<file path="src/logic/lcadj_pkg.sv">
// package: register map, field layout, reset values and stream types
package lcadj_pkg;

  localparam logic [11:0] LCADJ_OFS_LUMA_OFFSET   = 12'h028;
  localparam logic [11:0] LCADJ_OFS_EVEN_CTRL     = 12'h02c;
  localparam logic [11:0] LCADJ_OFS_ODD_CTRL      = 12'h0ac;
  localparam logic [11:0] LCADJ_OFS_LUMA_GAIN_LO  = 12'h030;
  localparam logic [11:0] LCADJ_OFS_HSTART_DELAY  = 12'h040;
  localparam logic [11:0] LCADJ_OFS_STATUS        = 12'h044;

  localparam logic [7:0] LCADJ_RST_LUMA_OFFSET  = 8'h00;
  localparam logic [7:0] LCADJ_RST_CTRL         = 8'h20;
  localparam logic [7:0] LCADJ_RST_LUMA_GAIN_LO = 8'hd8;
  localparam logic [9:0] LCADJ_RST_HSTART_DELAY = 10'h078;

  localparam int LCADJ_BIT_NOTCH_BYPASS = 7;
  localparam int LCADJ_BIT_YC_INPUT     = 6;
  localparam int LCADJ_BIT_DECIM_BYPASS = 5;
  localparam int LCADJ_BIT_ORDER_INVERT = 4;
  localparam int LCADJ_BIT_LGAIN_TOP    = 2;
  localparam int LCADJ_BIT_UGAIN_TOP    = 1;
  localparam int LCADJ_BIT_VGAIN_TOP    = 0;

  // gain 216 is unity; 303/65536 approximates 1/216
  localparam logic [15:0] LCADJ_GAIN_RECIP = 16'h012f;
  localparam int          LCADJ_GAIN_SHIFT = 16;
  localparam logic [7:0]  LCADJ_LUMA_MAX   = 8'hff;

  typedef struct packed {
    logic       lineStart;
    logic       oddField;
    logic [7:0] luma;
    logic [7:0] cb;
    logic [7:0] cr;
  } lcadj_pix_t;

  typedef struct packed {
    logic       lineStart;
    logic       oddField;
    logic       active;
    logic       isCb;
    logic [7:0] luma;
    logic [7:0] chroma;
  } lcadj_vid_t;

endpackage

</file>
<file path="src/logic/lcadj_buf2.sv">
// DEPTH-entry valid/ready buffer, two entries by default
`timescale 1ns/10ps
module lcadj_buf2 #(
  parameter int WIDTH = 8,
  parameter int DEPTH = 2
) (
  input  wire logic             clock,
  input  wire logic             srst,
  input  wire logic             inValid,
  output logic                  inReady,
  input  wire logic [WIDTH-1:0] inData,
  output logic                  outValid,
  input  wire logic             outReady,
  output logic [WIDTH-1:0]      outData
);
  localparam int PW = (DEPTH > 1) ? $clog2(DEPTH) : 1;
  localparam int CW = $clog2(DEPTH + 1);

  logic [WIDTH-1:0] mem_q [DEPTH];
  logic [WIDTH-1:0] mem_d [DEPTH];
  logic [PW-1:0]    wrPtr_q, wrPtr_d;
  logic [PW-1:0]    rdPtr_q, rdPtr_d;
  logic [CW-1:0]    count_q, count_d;
  logic             inReady_q, inReady_d;
  logic             outValid_q, outValid_d;
  logic             push;
  logic             pop;

  always_comb begin
    push    = inValid & inReady_q;
    pop     = outValid_q & outReady;
    wrPtr_d = wrPtr_q;
    rdPtr_d = rdPtr_q;
    count_d = count_q;
    for (int i = 0; i < DEPTH; i++) begin
      mem_d[i] = mem_q[i];
    end
    if (push) begin
      mem_d[wrPtr_q] = inData;
      wrPtr_d = (wrPtr_q == PW'(DEPTH - 1)) ? '0 : PW'(wrPtr_q + 1'b1);
    end
    if (pop) begin
      rdPtr_d = (rdPtr_q == PW'(DEPTH - 1)) ? '0 : PW'(rdPtr_q + 1'b1);
    end
    if (push && !pop) begin
      count_d = CW'(count_q + 1'b1);
    end else if (pop && !push) begin
      count_d = CW'(count_q - 1'b1);
    end
    inReady_d  = (count_d != CW'(DEPTH));
    outValid_d = (count_d != '0);
  end

  always_ff @(posedge clock) begin
    if (srst) begin
      wrPtr_q    <= '0;
      rdPtr_q    <= '0;
      count_q    <= '0;
      inReady_q  <= 1'b1;
      outValid_q <= 1'b0;
      for (int i = 0; i < DEPTH; i++) begin
        mem_q[i] <= '0;
      end
    end else begin
      wrPtr_q    <= wrPtr_d;
      rdPtr_q    <= rdPtr_d;
      count_q    <= count_d;
      inReady_q  <= inReady_d;
      outValid_q <= outValid_d;
      for (int i = 0; i < DEPTH; i++) begin
        mem_q[i] <= mem_d[i];
      end
    end
  end

  assign inReady  = inReady_q;
  assign outValid = outValid_q;
  assign outData  = mem_q[rdPtr_q];
endmodule

</file>
<file path="src/logic/lcadj_top.sv">
// luma/chroma adjust: ahb-lite register bank and pixel datapath
// Notes on behaviour
// - luma offset is two's complement and added to every luma sample
// - offset spans -128..+127, one luma code per step
// - 0x80 is -128, 0xff is -1, 0x00 no change, 0x7f is +127
// - luma offset resets to zero
// - separate control copies for even and odd fields
// - both field control registers reset to 0x20
// - bit 7 clear keeps luma notch, set bypasses it
// - bit 6 set selects y/c and drops notch; clear selects composite, c adc off
// - bit 5 clear enables luma decimation filter, set disables it; resets set
// - bit 4 clear gives cb then cr; set gives cr then cb
// - order clear with even delay starts on cb; odd delay needs order set
// - bit 2 is top bit of luma gain
// - bits 1 and 0 are top bits of u and v gain
// - luma gain top bit plus low byte form 9-bit multiplier of luma
// - start delay counts pixels from sync fall to active video
`timescale 1ns/10ps
module lcadj_top
  import lcadj_pkg::*;
#(
  parameter int BUF_DEPTH = 2
) (
  input  wire logic               clock,
  input  wire logic               srst,
  input  wire logic               hsel,
  input  wire logic [31:0]        haddr,
  input  wire logic [1:0]         htrans,
  input  wire logic               hwrite,
  input  wire logic [2:0]         hsize,
  input  wire logic [31:0]        hwdata,
  input  wire logic               hready,
  output logic [31:0]             hrdata,
  output logic                    hreadyout,
  output logic                    hresp,
  input  wire lcadj_pkg::lcadj_pix_t pixIn,
  input  wire logic               pixInValid,
  output logic                    pixInReady,
  output lcadj_pkg::lcadj_vid_t   vidOut,
  output logic                    vidOutValid,
  input  wire logic               vidOutReady,
  output logic                    cAdcOn,
  output logic                    uGainTopBit,
  output logic                    vGainTopBit
);
  import lcadj_pkg::*;

  // bus state
  logic        wrPend_q, wrPend_d;
  logic [11:0] wrAddr_q, wrAddr_d;
  logic [31:0] rdata_q, rdata_d;
  logic        addrPhase;
  logic [11:0] rdAddr;
  logic        sizeOk;

  // register state
  logic [7:0]  lumaOffset_q, lumaOffset_d;
  logic [7:0]  ctrl_q [2];
  logic [7:0]  ctrl_d [2];
  logic [7:0]  lumaGainLow_q, lumaGainLow_d;
  logic [9:0]  hStartDelay_q, hStartDelay_d;

  // datapath state
  logic [7:0]  lumaPrev_q, lumaPrev_d;
  logic [7:0]  notchPrev_q, notchPrev_d;
  logic [9:0]  pixCount_q, pixCount_d;
  logic        curOdd_q, curOdd_d;
  logic        cAdcOn_q, cAdcOn_d;
  logic        uTop_q, uTop_d;
  logic        vTop_q, vTop_d;

  // datapath combinational
  logic [7:0]  actCtrl;
  logic        notchOn;
  logic        decimOn;
  logic [7:0]  lumaPrevUse;
  logic [7:0]  notchPrevUse;
  logic [7:0]  notchOut;
  logic [7:0]  decimOut;
  logic [8:0]  gain9;
  logic [16:0] gainProd;
  logic [32:0] scaled;
  logic [7:0]  gainOut;
  logic signed [9:0] offsetSum;
  logic [9:0]  pixIdx;
  lcadj_vid_t  vidNext;
  logic        bufInReady;
  logic        accept;

  // ahb-lite slave: zero wait state, always okay
  always_comb begin
    addrPhase = hsel & htrans[1] & hready;
    sizeOk    = (hsize == 3'h2);
    rdAddr    = {haddr[11:2], 2'b00};
    wrPend_d  = addrPhase & hwrite & sizeOk;
    wrAddr_d  = addrPhase ? rdAddr : wrAddr_q;
    rdata_d   = rdata_q;
    if (addrPhase && !hwrite) begin
      case (rdAddr)
        LCADJ_OFS_LUMA_OFFSET:  rdata_d = {24'h000000, lumaOffset_q};
        LCADJ_OFS_EVEN_CTRL:    rdata_d = {24'h000000, ctrl_q[0]};
        LCADJ_OFS_ODD_CTRL:     rdata_d = {24'h000000, ctrl_q[1]};
        LCADJ_OFS_LUMA_GAIN_LO: rdata_d = {24'h000000, lumaGainLow_q};
        LCADJ_OFS_HSTART_DELAY: rdata_d = {22'h0, hStartDelay_q};
        LCADJ_OFS_STATUS:       rdata_d = {20'h00000, cAdcOn_q, curOdd_q, pixCount_q};
        default:                rdata_d = 32'h00000000;
      endcase
    end
  end

  always_ff @(posedge clock) begin
    if (srst) begin
      wrPend_q <= 1'b0;
      wrAddr_q <= 12'h000;
      rdata_q  <= 32'h00000000;
    end else begin
      wrPend_q <= wrPend_d;
      wrAddr_q <= wrAddr_d;
      rdata_q  <= rdata_d;
    end
  end

  assign hrdata    = rdata_q;
  assign hreadyout = 1'b1;
  assign hresp     = 1'b0;

  // register writes, data phase
  always_comb begin
    lumaOffset_d  = lumaOffset_q;
    ctrl_d[0]     = ctrl_q[0];
    ctrl_d[1]     = ctrl_q[1];
    lumaGainLow_d = lumaGainLow_q;
    hStartDelay_d = hStartDelay_q;
    if (wrPend_q) begin
      case (wrAddr_q)
        LCADJ_OFS_LUMA_OFFSET:  lumaOffset_d  = hwdata[7:0];
        LCADJ_OFS_EVEN_CTRL:    ctrl_d[0]     = hwdata[7:0];
        LCADJ_OFS_ODD_CTRL:     ctrl_d[1]     = hwdata[7:0];
        LCADJ_OFS_LUMA_GAIN_LO: lumaGainLow_d = hwdata[7:0];
        LCADJ_OFS_HSTART_DELAY: hStartDelay_d = hwdata[9:0];
        default:                lumaOffset_d  = lumaOffset_q;
      endcase
    end
  end

  always_ff @(posedge clock) begin
    if (srst) begin
      lumaOffset_q  <= LCADJ_RST_LUMA_OFFSET;
      ctrl_q[0]     <= LCADJ_RST_CTRL;
      ctrl_q[1]     <= LCADJ_RST_CTRL;
      lumaGainLow_q <= LCADJ_RST_LUMA_GAIN_LO;
      hStartDelay_q <= LCADJ_RST_HSTART_DELAY;
    end else begin
      lumaOffset_q  <= lumaOffset_d;
      ctrl_q[0]     <= ctrl_d[0];
      ctrl_q[1]     <= ctrl_d[1];
      lumaGainLow_q <= lumaGainLow_d;
      hStartDelay_q <= hStartDelay_d;
    end
  end

  // pixel datapath
  always_comb begin
    accept  = pixInValid & bufInReady;
    actCtrl = pixIn.oddField ? ctrl_q[1] : ctrl_q[0];
    // notch only in composite mode and when not bypassed
    notchOn = ~actCtrl[LCADJ_BIT_NOTCH_BYPASS] & ~actCtrl[LCADJ_BIT_YC_INPUT];
    decimOn = ~actCtrl[LCADJ_BIT_DECIM_BYPASS];
    // history restarts at each line
    lumaPrevUse  = pixIn.lineStart ? pixIn.luma : lumaPrev_q;
    notchOut     = notchOn ? 8'((9'(pixIn.luma) + 9'(lumaPrevUse)) >> 1) : pixIn.luma;
    notchPrevUse = pixIn.lineStart ? notchOut : notchPrev_q;
    decimOut     = decimOn ? 8'((9'(notchOut) + 9'(notchPrevUse)) >> 1) : notchOut;
    gain9    = {actCtrl[LCADJ_BIT_LGAIN_TOP], lumaGainLow_q};
    gainProd = 17'(decimOut) * 17'(gain9);
    scaled   = (33'(gainProd) * 33'(LCADJ_GAIN_RECIP)) >> LCADJ_GAIN_SHIFT;
    gainOut  = (scaled > 33'(LCADJ_LUMA_MAX)) ? LCADJ_LUMA_MAX : scaled[7:0];
    // sign-extended offset, -128..+127 in single codes
    offsetSum = signed'({2'b00, gainOut}) + 10'(signed'(lumaOffset_q));
    // count from sync fall, pixel 0 at lineStart
    pixIdx     = pixIn.lineStart ? 10'h000 : 10'(pixCount_q + 1'b1);
    pixCount_d = accept ? pixIdx : pixCount_q;
    lumaPrev_d  = accept ? pixIn.luma : lumaPrev_q;
    notchPrev_d = accept ? notchOut : notchPrev_q;
    curOdd_d    = accept ? pixIn.oddField : curOdd_q;
    cAdcOn_d    = accept ? actCtrl[LCADJ_BIT_YC_INPUT] : cAdcOn_q;
    uTop_d      = accept ? actCtrl[LCADJ_BIT_UGAIN_TOP] : uTop_q;
    vTop_d      = accept ? actCtrl[LCADJ_BIT_VGAIN_TOP] : vTop_q;
    vidNext.lineStart = pixIn.lineStart;
    vidNext.oddField  = pixIn.oddField;
    vidNext.active    = (pixIdx >= hStartDelay_q);
    vidNext.isCb      = ~(pixIdx[0] ^ actCtrl[LCADJ_BIT_ORDER_INVERT]);
    vidNext.chroma    = vidNext.isCb ? pixIn.cb : pixIn.cr;
    if (offsetSum < 10'sd0) begin
      vidNext.luma = 8'h00;
    end else if (offsetSum > signed'({2'b00, LCADJ_LUMA_MAX})) begin
      vidNext.luma = LCADJ_LUMA_MAX;
    end else begin
      vidNext.luma = offsetSum[7:0];
    end
  end

  always_ff @(posedge clock) begin
    if (srst) begin
      lumaPrev_q  <= 8'h00;
      notchPrev_q <= 8'h00;
      pixCount_q  <= 10'h000;
      curOdd_q    <= 1'b0;
      cAdcOn_q    <= 1'b0;
      uTop_q      <= 1'b0;
      vTop_q      <= 1'b0;
    end else begin
      lumaPrev_q  <= lumaPrev_d;
      notchPrev_q <= notchPrev_d;
      pixCount_q  <= pixCount_d;
      curOdd_q    <= curOdd_d;
      cAdcOn_q    <= cAdcOn_d;
      uTop_q      <= uTop_d;
      vTop_q      <= vTop_d;
    end
  end

  lcadj_buf2 #(
    .WIDTH ($bits(lcadj_vid_t)),
    .DEPTH (BUF_DEPTH)
  ) outBuf (
    .clock    (clock),
    .srst     (srst),
    .inValid  (pixInValid),
    .inReady  (bufInReady),
    .inData   (vidNext),
    .outValid (vidOutValid),
    .outReady (vidOutReady),
    .outData  (vidOut)
  );

  assign pixInReady  = bufInReady;
  assign cAdcOn      = cAdcOn_q;
  assign uGainTopBit = uTop_q;
  assign vGainTopBit = vTop_q;
endmodule

</file>
<file path="config.mk">
export PLATFORM = sky130hd
export DESIGN_NAME = lcadj_top
export DESIGN_NICKNAME = d
export VERILOG_FILES = /design/src/logic/lcadj_pkg.sv /design/src/logic/lcadj_buf2.sv /design/src/logic/lcadj_top.sv
export SDC_FILE = /design/constraint.sdc
export NUM_CORES = 1
export LEC_CHECK = 0
export BUFFER_PORTS_ARGS = -buffer_cell sky130_fd_sc_hd__buf_2
export CAP_MARGIN = 20
export CORE_UTILIZATION = 40
export DETAILED_ROUTE_END_ITERATION = 6
export PLACE_DENSITY = 0.62
export SLEW_MARGIN = 20
export SYNTH_ARGS = -nofsm -noshare
export SYNTH_HDL_FRONTEND = slang
export SYNTH_SLANG_ARGS = --single-unit
</file>
<file path="constraint.sdc">
create_clock -name clock -period 35.3 [get_ports clock]
set_input_delay 3.53 -clock clock [delete_from_list [all_inputs] [get_ports clock]]
set_output_delay 3.53 -clock clock [all_outputs]
set_load 0.01 [all_outputs]
</file>
### Word-level counts from Yosys, hierarchy flattened

Memories as Yosys holds them, arrays and structs flattened. A register that Yosys moved wholly into a read port is not among the register bits.
Index checks and enable logic that the tools add are counted.
W data, S select, Z words.

* register bits: 105
* RAM bits: 56
* output and inout port bits: 59
* logic and storage cells: 107
* memories: 2

Memory list
* outBuf.mem_q: words 2, width 20, rd ports 3, clocked after Yosys merged registers in 1, write ports 2, line lcadj_buf2.sv:19 `logic [WIDTH-1:0] mem_q [DEPTH];`
* ctrl_q: words 2, width 8, rd ports 2, clocked after Yosys merged registers in 0, write ports 2, line lcadj_top.sv:58 `logic [7:0] ctrl_q [2];`

* add/sub/neg operators: 8
* $mul: 2
* magnitude comparators: 6
* eq/ne operators: 13
* multiplexer cells: 31
* bitwise logic cells: 16
* reductions and logical operators: 11

Operators with widths (count)
* $mux W8: 13
* $pmux W12 S6: 1
* $eq A10 B4 Y1 const B: 6
* $mux W20: 3
* $bwmux W40: 1
* $mux W40: 1
* $eq A10 B5 Y1 const B: 3
* $mul A17 B9 Y26 const B: 1
* $demux W20 S1: 1
* $eq A10 B6 Y1 const B: 2
* $add A8 B8 Y9: 2
* $mul A8 B9 Y17: 1
* $mux W16: 1
* $add A10 B1 Y10 const B: 1
* $add A9 B8 Y10: 1
* $ge A10 B10 Y1: 1
* $gt A10 B8 Y1 const B: 1
* $gt A10 B9 Y1 const B: 1
* $lt A10 B1 Y1 const B: 1
* $mux W10: 1
* $and A1 B1 Y1: 7
* $mux W1: 7
* $reduce_and A2 Y1: 3
* $logic_and A1 B1 Y1: 4
* other kinds (14): 23

### Logic depth before layout (Yosys ltp)

An unclocked memory read counts as a cell.

* word-level depth: 19
* mapped depth: 54
* gate-level depth less buffers: 53

### Hierarchy

From an unflattened synthesis, not the netlist that was laid out.

* cells, all modules: 1575
* area total of the unflattened synthesis: 13033.8 µm²

By module, submodules not included
* lcadj_top: times used 1, cells each 1343, area each 11080.6 µm², seq. area each 1901.8 µm²
* lcadj_buf2: times used 1, cells each 232, area each 1953.1 µm², seq. area each 940.9 µm²

### Worst setup path before layout

OpenSTA, ideal clock, no wires.

* path type: input port to flip-flop
* from: input port pixIn[25] (netlist bit)
* to: memory outBuf.mem_q[0][13] (netlist bit)
* data arrival time: 16789 ps
* data required time: 35240 ps
* slack: 18451 ps
* cell stages on the path: 51
* buffers on the path: 1
* path through: buf_1 mux2_2 fa_1 a21o_1 a21o_1 a211o_1 a2111o_1 and2_4 mux2_4 ha_1 nor4b_1 a32o_1 a21oi_1 o211a_1 a21boi_0 fa_1 inv_1 fa_1 (+15 left out) inv_1 fa_1 inv_1 ha_1 and3_1 and3_1 a22oi_2 a21oi_1 o41ai_2 nand4b_1 ha_1 fa_1 a21oi_1 o211ai_1 a21o_1 a211o_1 a2111oi_2 a221o_1

RTL lines
* start, declared: line lcadj_top.sv:36 `input wire lcadj_pkg::lcadj_pix_t pixIn,`
* end, declared: line lcadj_buf2.sv:19

==> impl_metrics.tcl <==
set metrics [dict create \
    status "completed" \
    setup_tns_ns 0 \
    fin_ws_ns 16.71 \
    setup_viol 0 \
    slowest_stage "o31ai_2" \
    arrival_ns 18.97 \
    ant_nets 0 \
    place_ws_ns 16.41 \
    coreArea_mm2 0.03362 \
    hpwl_um 25150 \
    min_period_ns 18.59 \
    synthDistinctLibCells 93 \
    die_x_um 187.0 \
    holdBufCountCts 0 \
    routed_wl_um 33210 \
    yosysWarnings 0 \
    fp-row-count 67 \
    clk_latency_ns 0.44 \
    wl_per_cell_um 15.78 \
    async_flop_share_pct 0 \
    netlist_instances 1588 \
    skew_ns 0.01799 \
    syn_area_mm2 0.01369 \
    multi_input_area_mm2 0.009694 \
    slew_viol_final 0 \
    timing.final.crit_share_pct 52.66 \
    cts.sinks 142 \
    grt_pass1_vias 11001 \
    die_h_um 187.0 \
    fmax_mhz 53.79 \
    drive_above_1_share_pct 12.79 \
    cts_root_buffer "clkbuf_16" \
    critPathKind "in2reg" \
    gr-total-overflow 0 \
    cp.required_ns 35.68 \
    syn_avg_cell_area_um2 8.618 \
    viasPerCell 5.357 \
    insertedDiodeCount 0 \
    ctsResizeCount 0 \
    clk_pin_slew_ns 0.08 \
    synth_edf_count 0 \
    place.port_buffers 93 \
    cp_common_cell "fa_1" \
    ys_seq_elements 142 \
    utilization_pct 44.66 \
    cts_setup_buffers 0 \
    gp_congestion 0.8460 \
    n_fill_cell 3270 \
    firstDrtPassIters 5 \
    grt_usage_pct 19.43 \
    cp-end-kind "flip-flop" \
    ios 161 \
    layout_commonest_cell "inv_1" \
    num-nets-final 1980 \
    cts_tree "yes" \
    route.detailed.drc 0 \
    mostFrequentLayoutCells "201 x inv_1, 144 x nand2_1, 142 x dfxtp_1" \
    grt_antenna_before_repair 0 \
    cts_max_path_buffers 2 \
    maxSlewHeadroom_pct 35.07 \
    hold_path_class "reg2reg" \
    tightest_slew_ns 0.9726 \
    regArea_mm2 0.002843 \
    initial_core_util_pct 40.71 \
    rsz0062_at_grt "no" \
    drtIter0Drc 680 \
    synth_ff_type "dfxtp_1" \
    area_delta_synth_final_pct 9.700 \
    cts_made_buffers 17 \
    hold_viol_final 0 \
    whs_ns 0.4487 \
    path_max_fanout 32 \
    cp_top_family "compound AO/OA/AOI/OAI gates" \
    ys_seq_area_share_pct 20.77 \
    worst_setup_path_start_kind "input pin" \
    die_area_mm2 0.03496 \
    grt_max_degree 61 \
    slowest_delay_ns 0.73 \
    num_vias 11277 \
    cp_num_buf_inv 7 \
    htree_levels 4 \
    max-cap-violations 0 \
    grt_pass1_wl_um 55920 \
]
==> routing by layer <==
metal  global-route usage, %  wire, um
met3                   2.289      1317
met5                       0         0
met4                   4.918       489
met2                   32.26     15690
met1                   26.75     15710
==> Yosys cell counts (all sizes together), types with 27 or more instances <==
cell    instances  share of area, %
inv           202               5.5
nor2          113               3.1
a211oi         35               2.0
nand2         146               4.0
fa             97                14
nand3          41               1.7
buf            44               2.2
mux2           36               3.0
mux2i          69               5.1
and2           27               1.3
o21ai          45               1.7
dfxtp         142                21
clkbuf         42               1.2
nor3           44               1.7
a21oi          99               3.8
ha            137                13
==> per-stage QoR <==
step	area (um2)	instances
global placement	14400	2073
CTS	15010	2105
finish	15010	2105
detailed placement	14400	2073
floorplan	13760	1608
global route	15010	2105
==> registers in the layout (all words and copies together) (netlist names), 2 cells and up, named ones only <==
register / count
wrAddr_q: 10
lumaGainLow_q: 8
lumaPrev_q: 8
ctrl_q: 16
outBuf.count_q: 2
hStartDelay_q: 10
outBuf.mem_q: 40
pixCount_q: 10
lumaOffset_q: 8
hrdata: 12
notchPrev_q: 8
==> worst paths after layout <==
path / depth (start not counted) / end / start / slack [ns]
max reg2reg: 50 / outBuf.mem_q[0][9]$_SDFFE_PP0P_ / lumaPrev_q[2]$_SDFFE_PP0P_ / 20.23
min: 2 / outBuf.mem_q[1][5]$_SDFFE_PP0P_ / outBuf.mem_q[1][5]$_SDFFE_PP0P_ / 0.45
max: 51 / outBuf.mem_q[0][9]$_SDFFE_PP0P_ / pixIn[25] / 16.71
min reg2reg: 2 / outBuf.mem_q[1][5]$_SDFFE_PP0P_ / outBuf.mem_q[1][5]$_SDFFE_PP0P_ / 0.45
==> tightest hold or removal path: cells and delay by family, from the launching register on <==
family,cells,cell delay [ns]
simple gates,1,0.04
compound gates,1,0.05
flops,1,0.32
==> cell type report <==
class	instances	share of cell area [%]
sequential	142	18.93
clock buffer	17	2.834
clock inverter	15	1.258
timing repair buffer	103	3.617
tap	448	3.734
multi-input combinational	1178	64.57
inverter	202	5.050
==> logic make-up after synthesis <==
family / Yosys count / synth area share, %
and+or+nand+nor: 448 / 15.86
other: 2 / 0.05488
DFF: 142 / 20.77
buffers and inverters: 288 / 8.941
AOI/OAI and AO/OA: 328 / 16.72
muxes: 105 / 8.091
adders and majority gates: 234 / 26.71
xor gates and xnor gates: 41 / 2.843
Power is left out: the tool's default activity adds up to more than one toggle a clock period on the data nets, which glitch-free logic cannot reach.
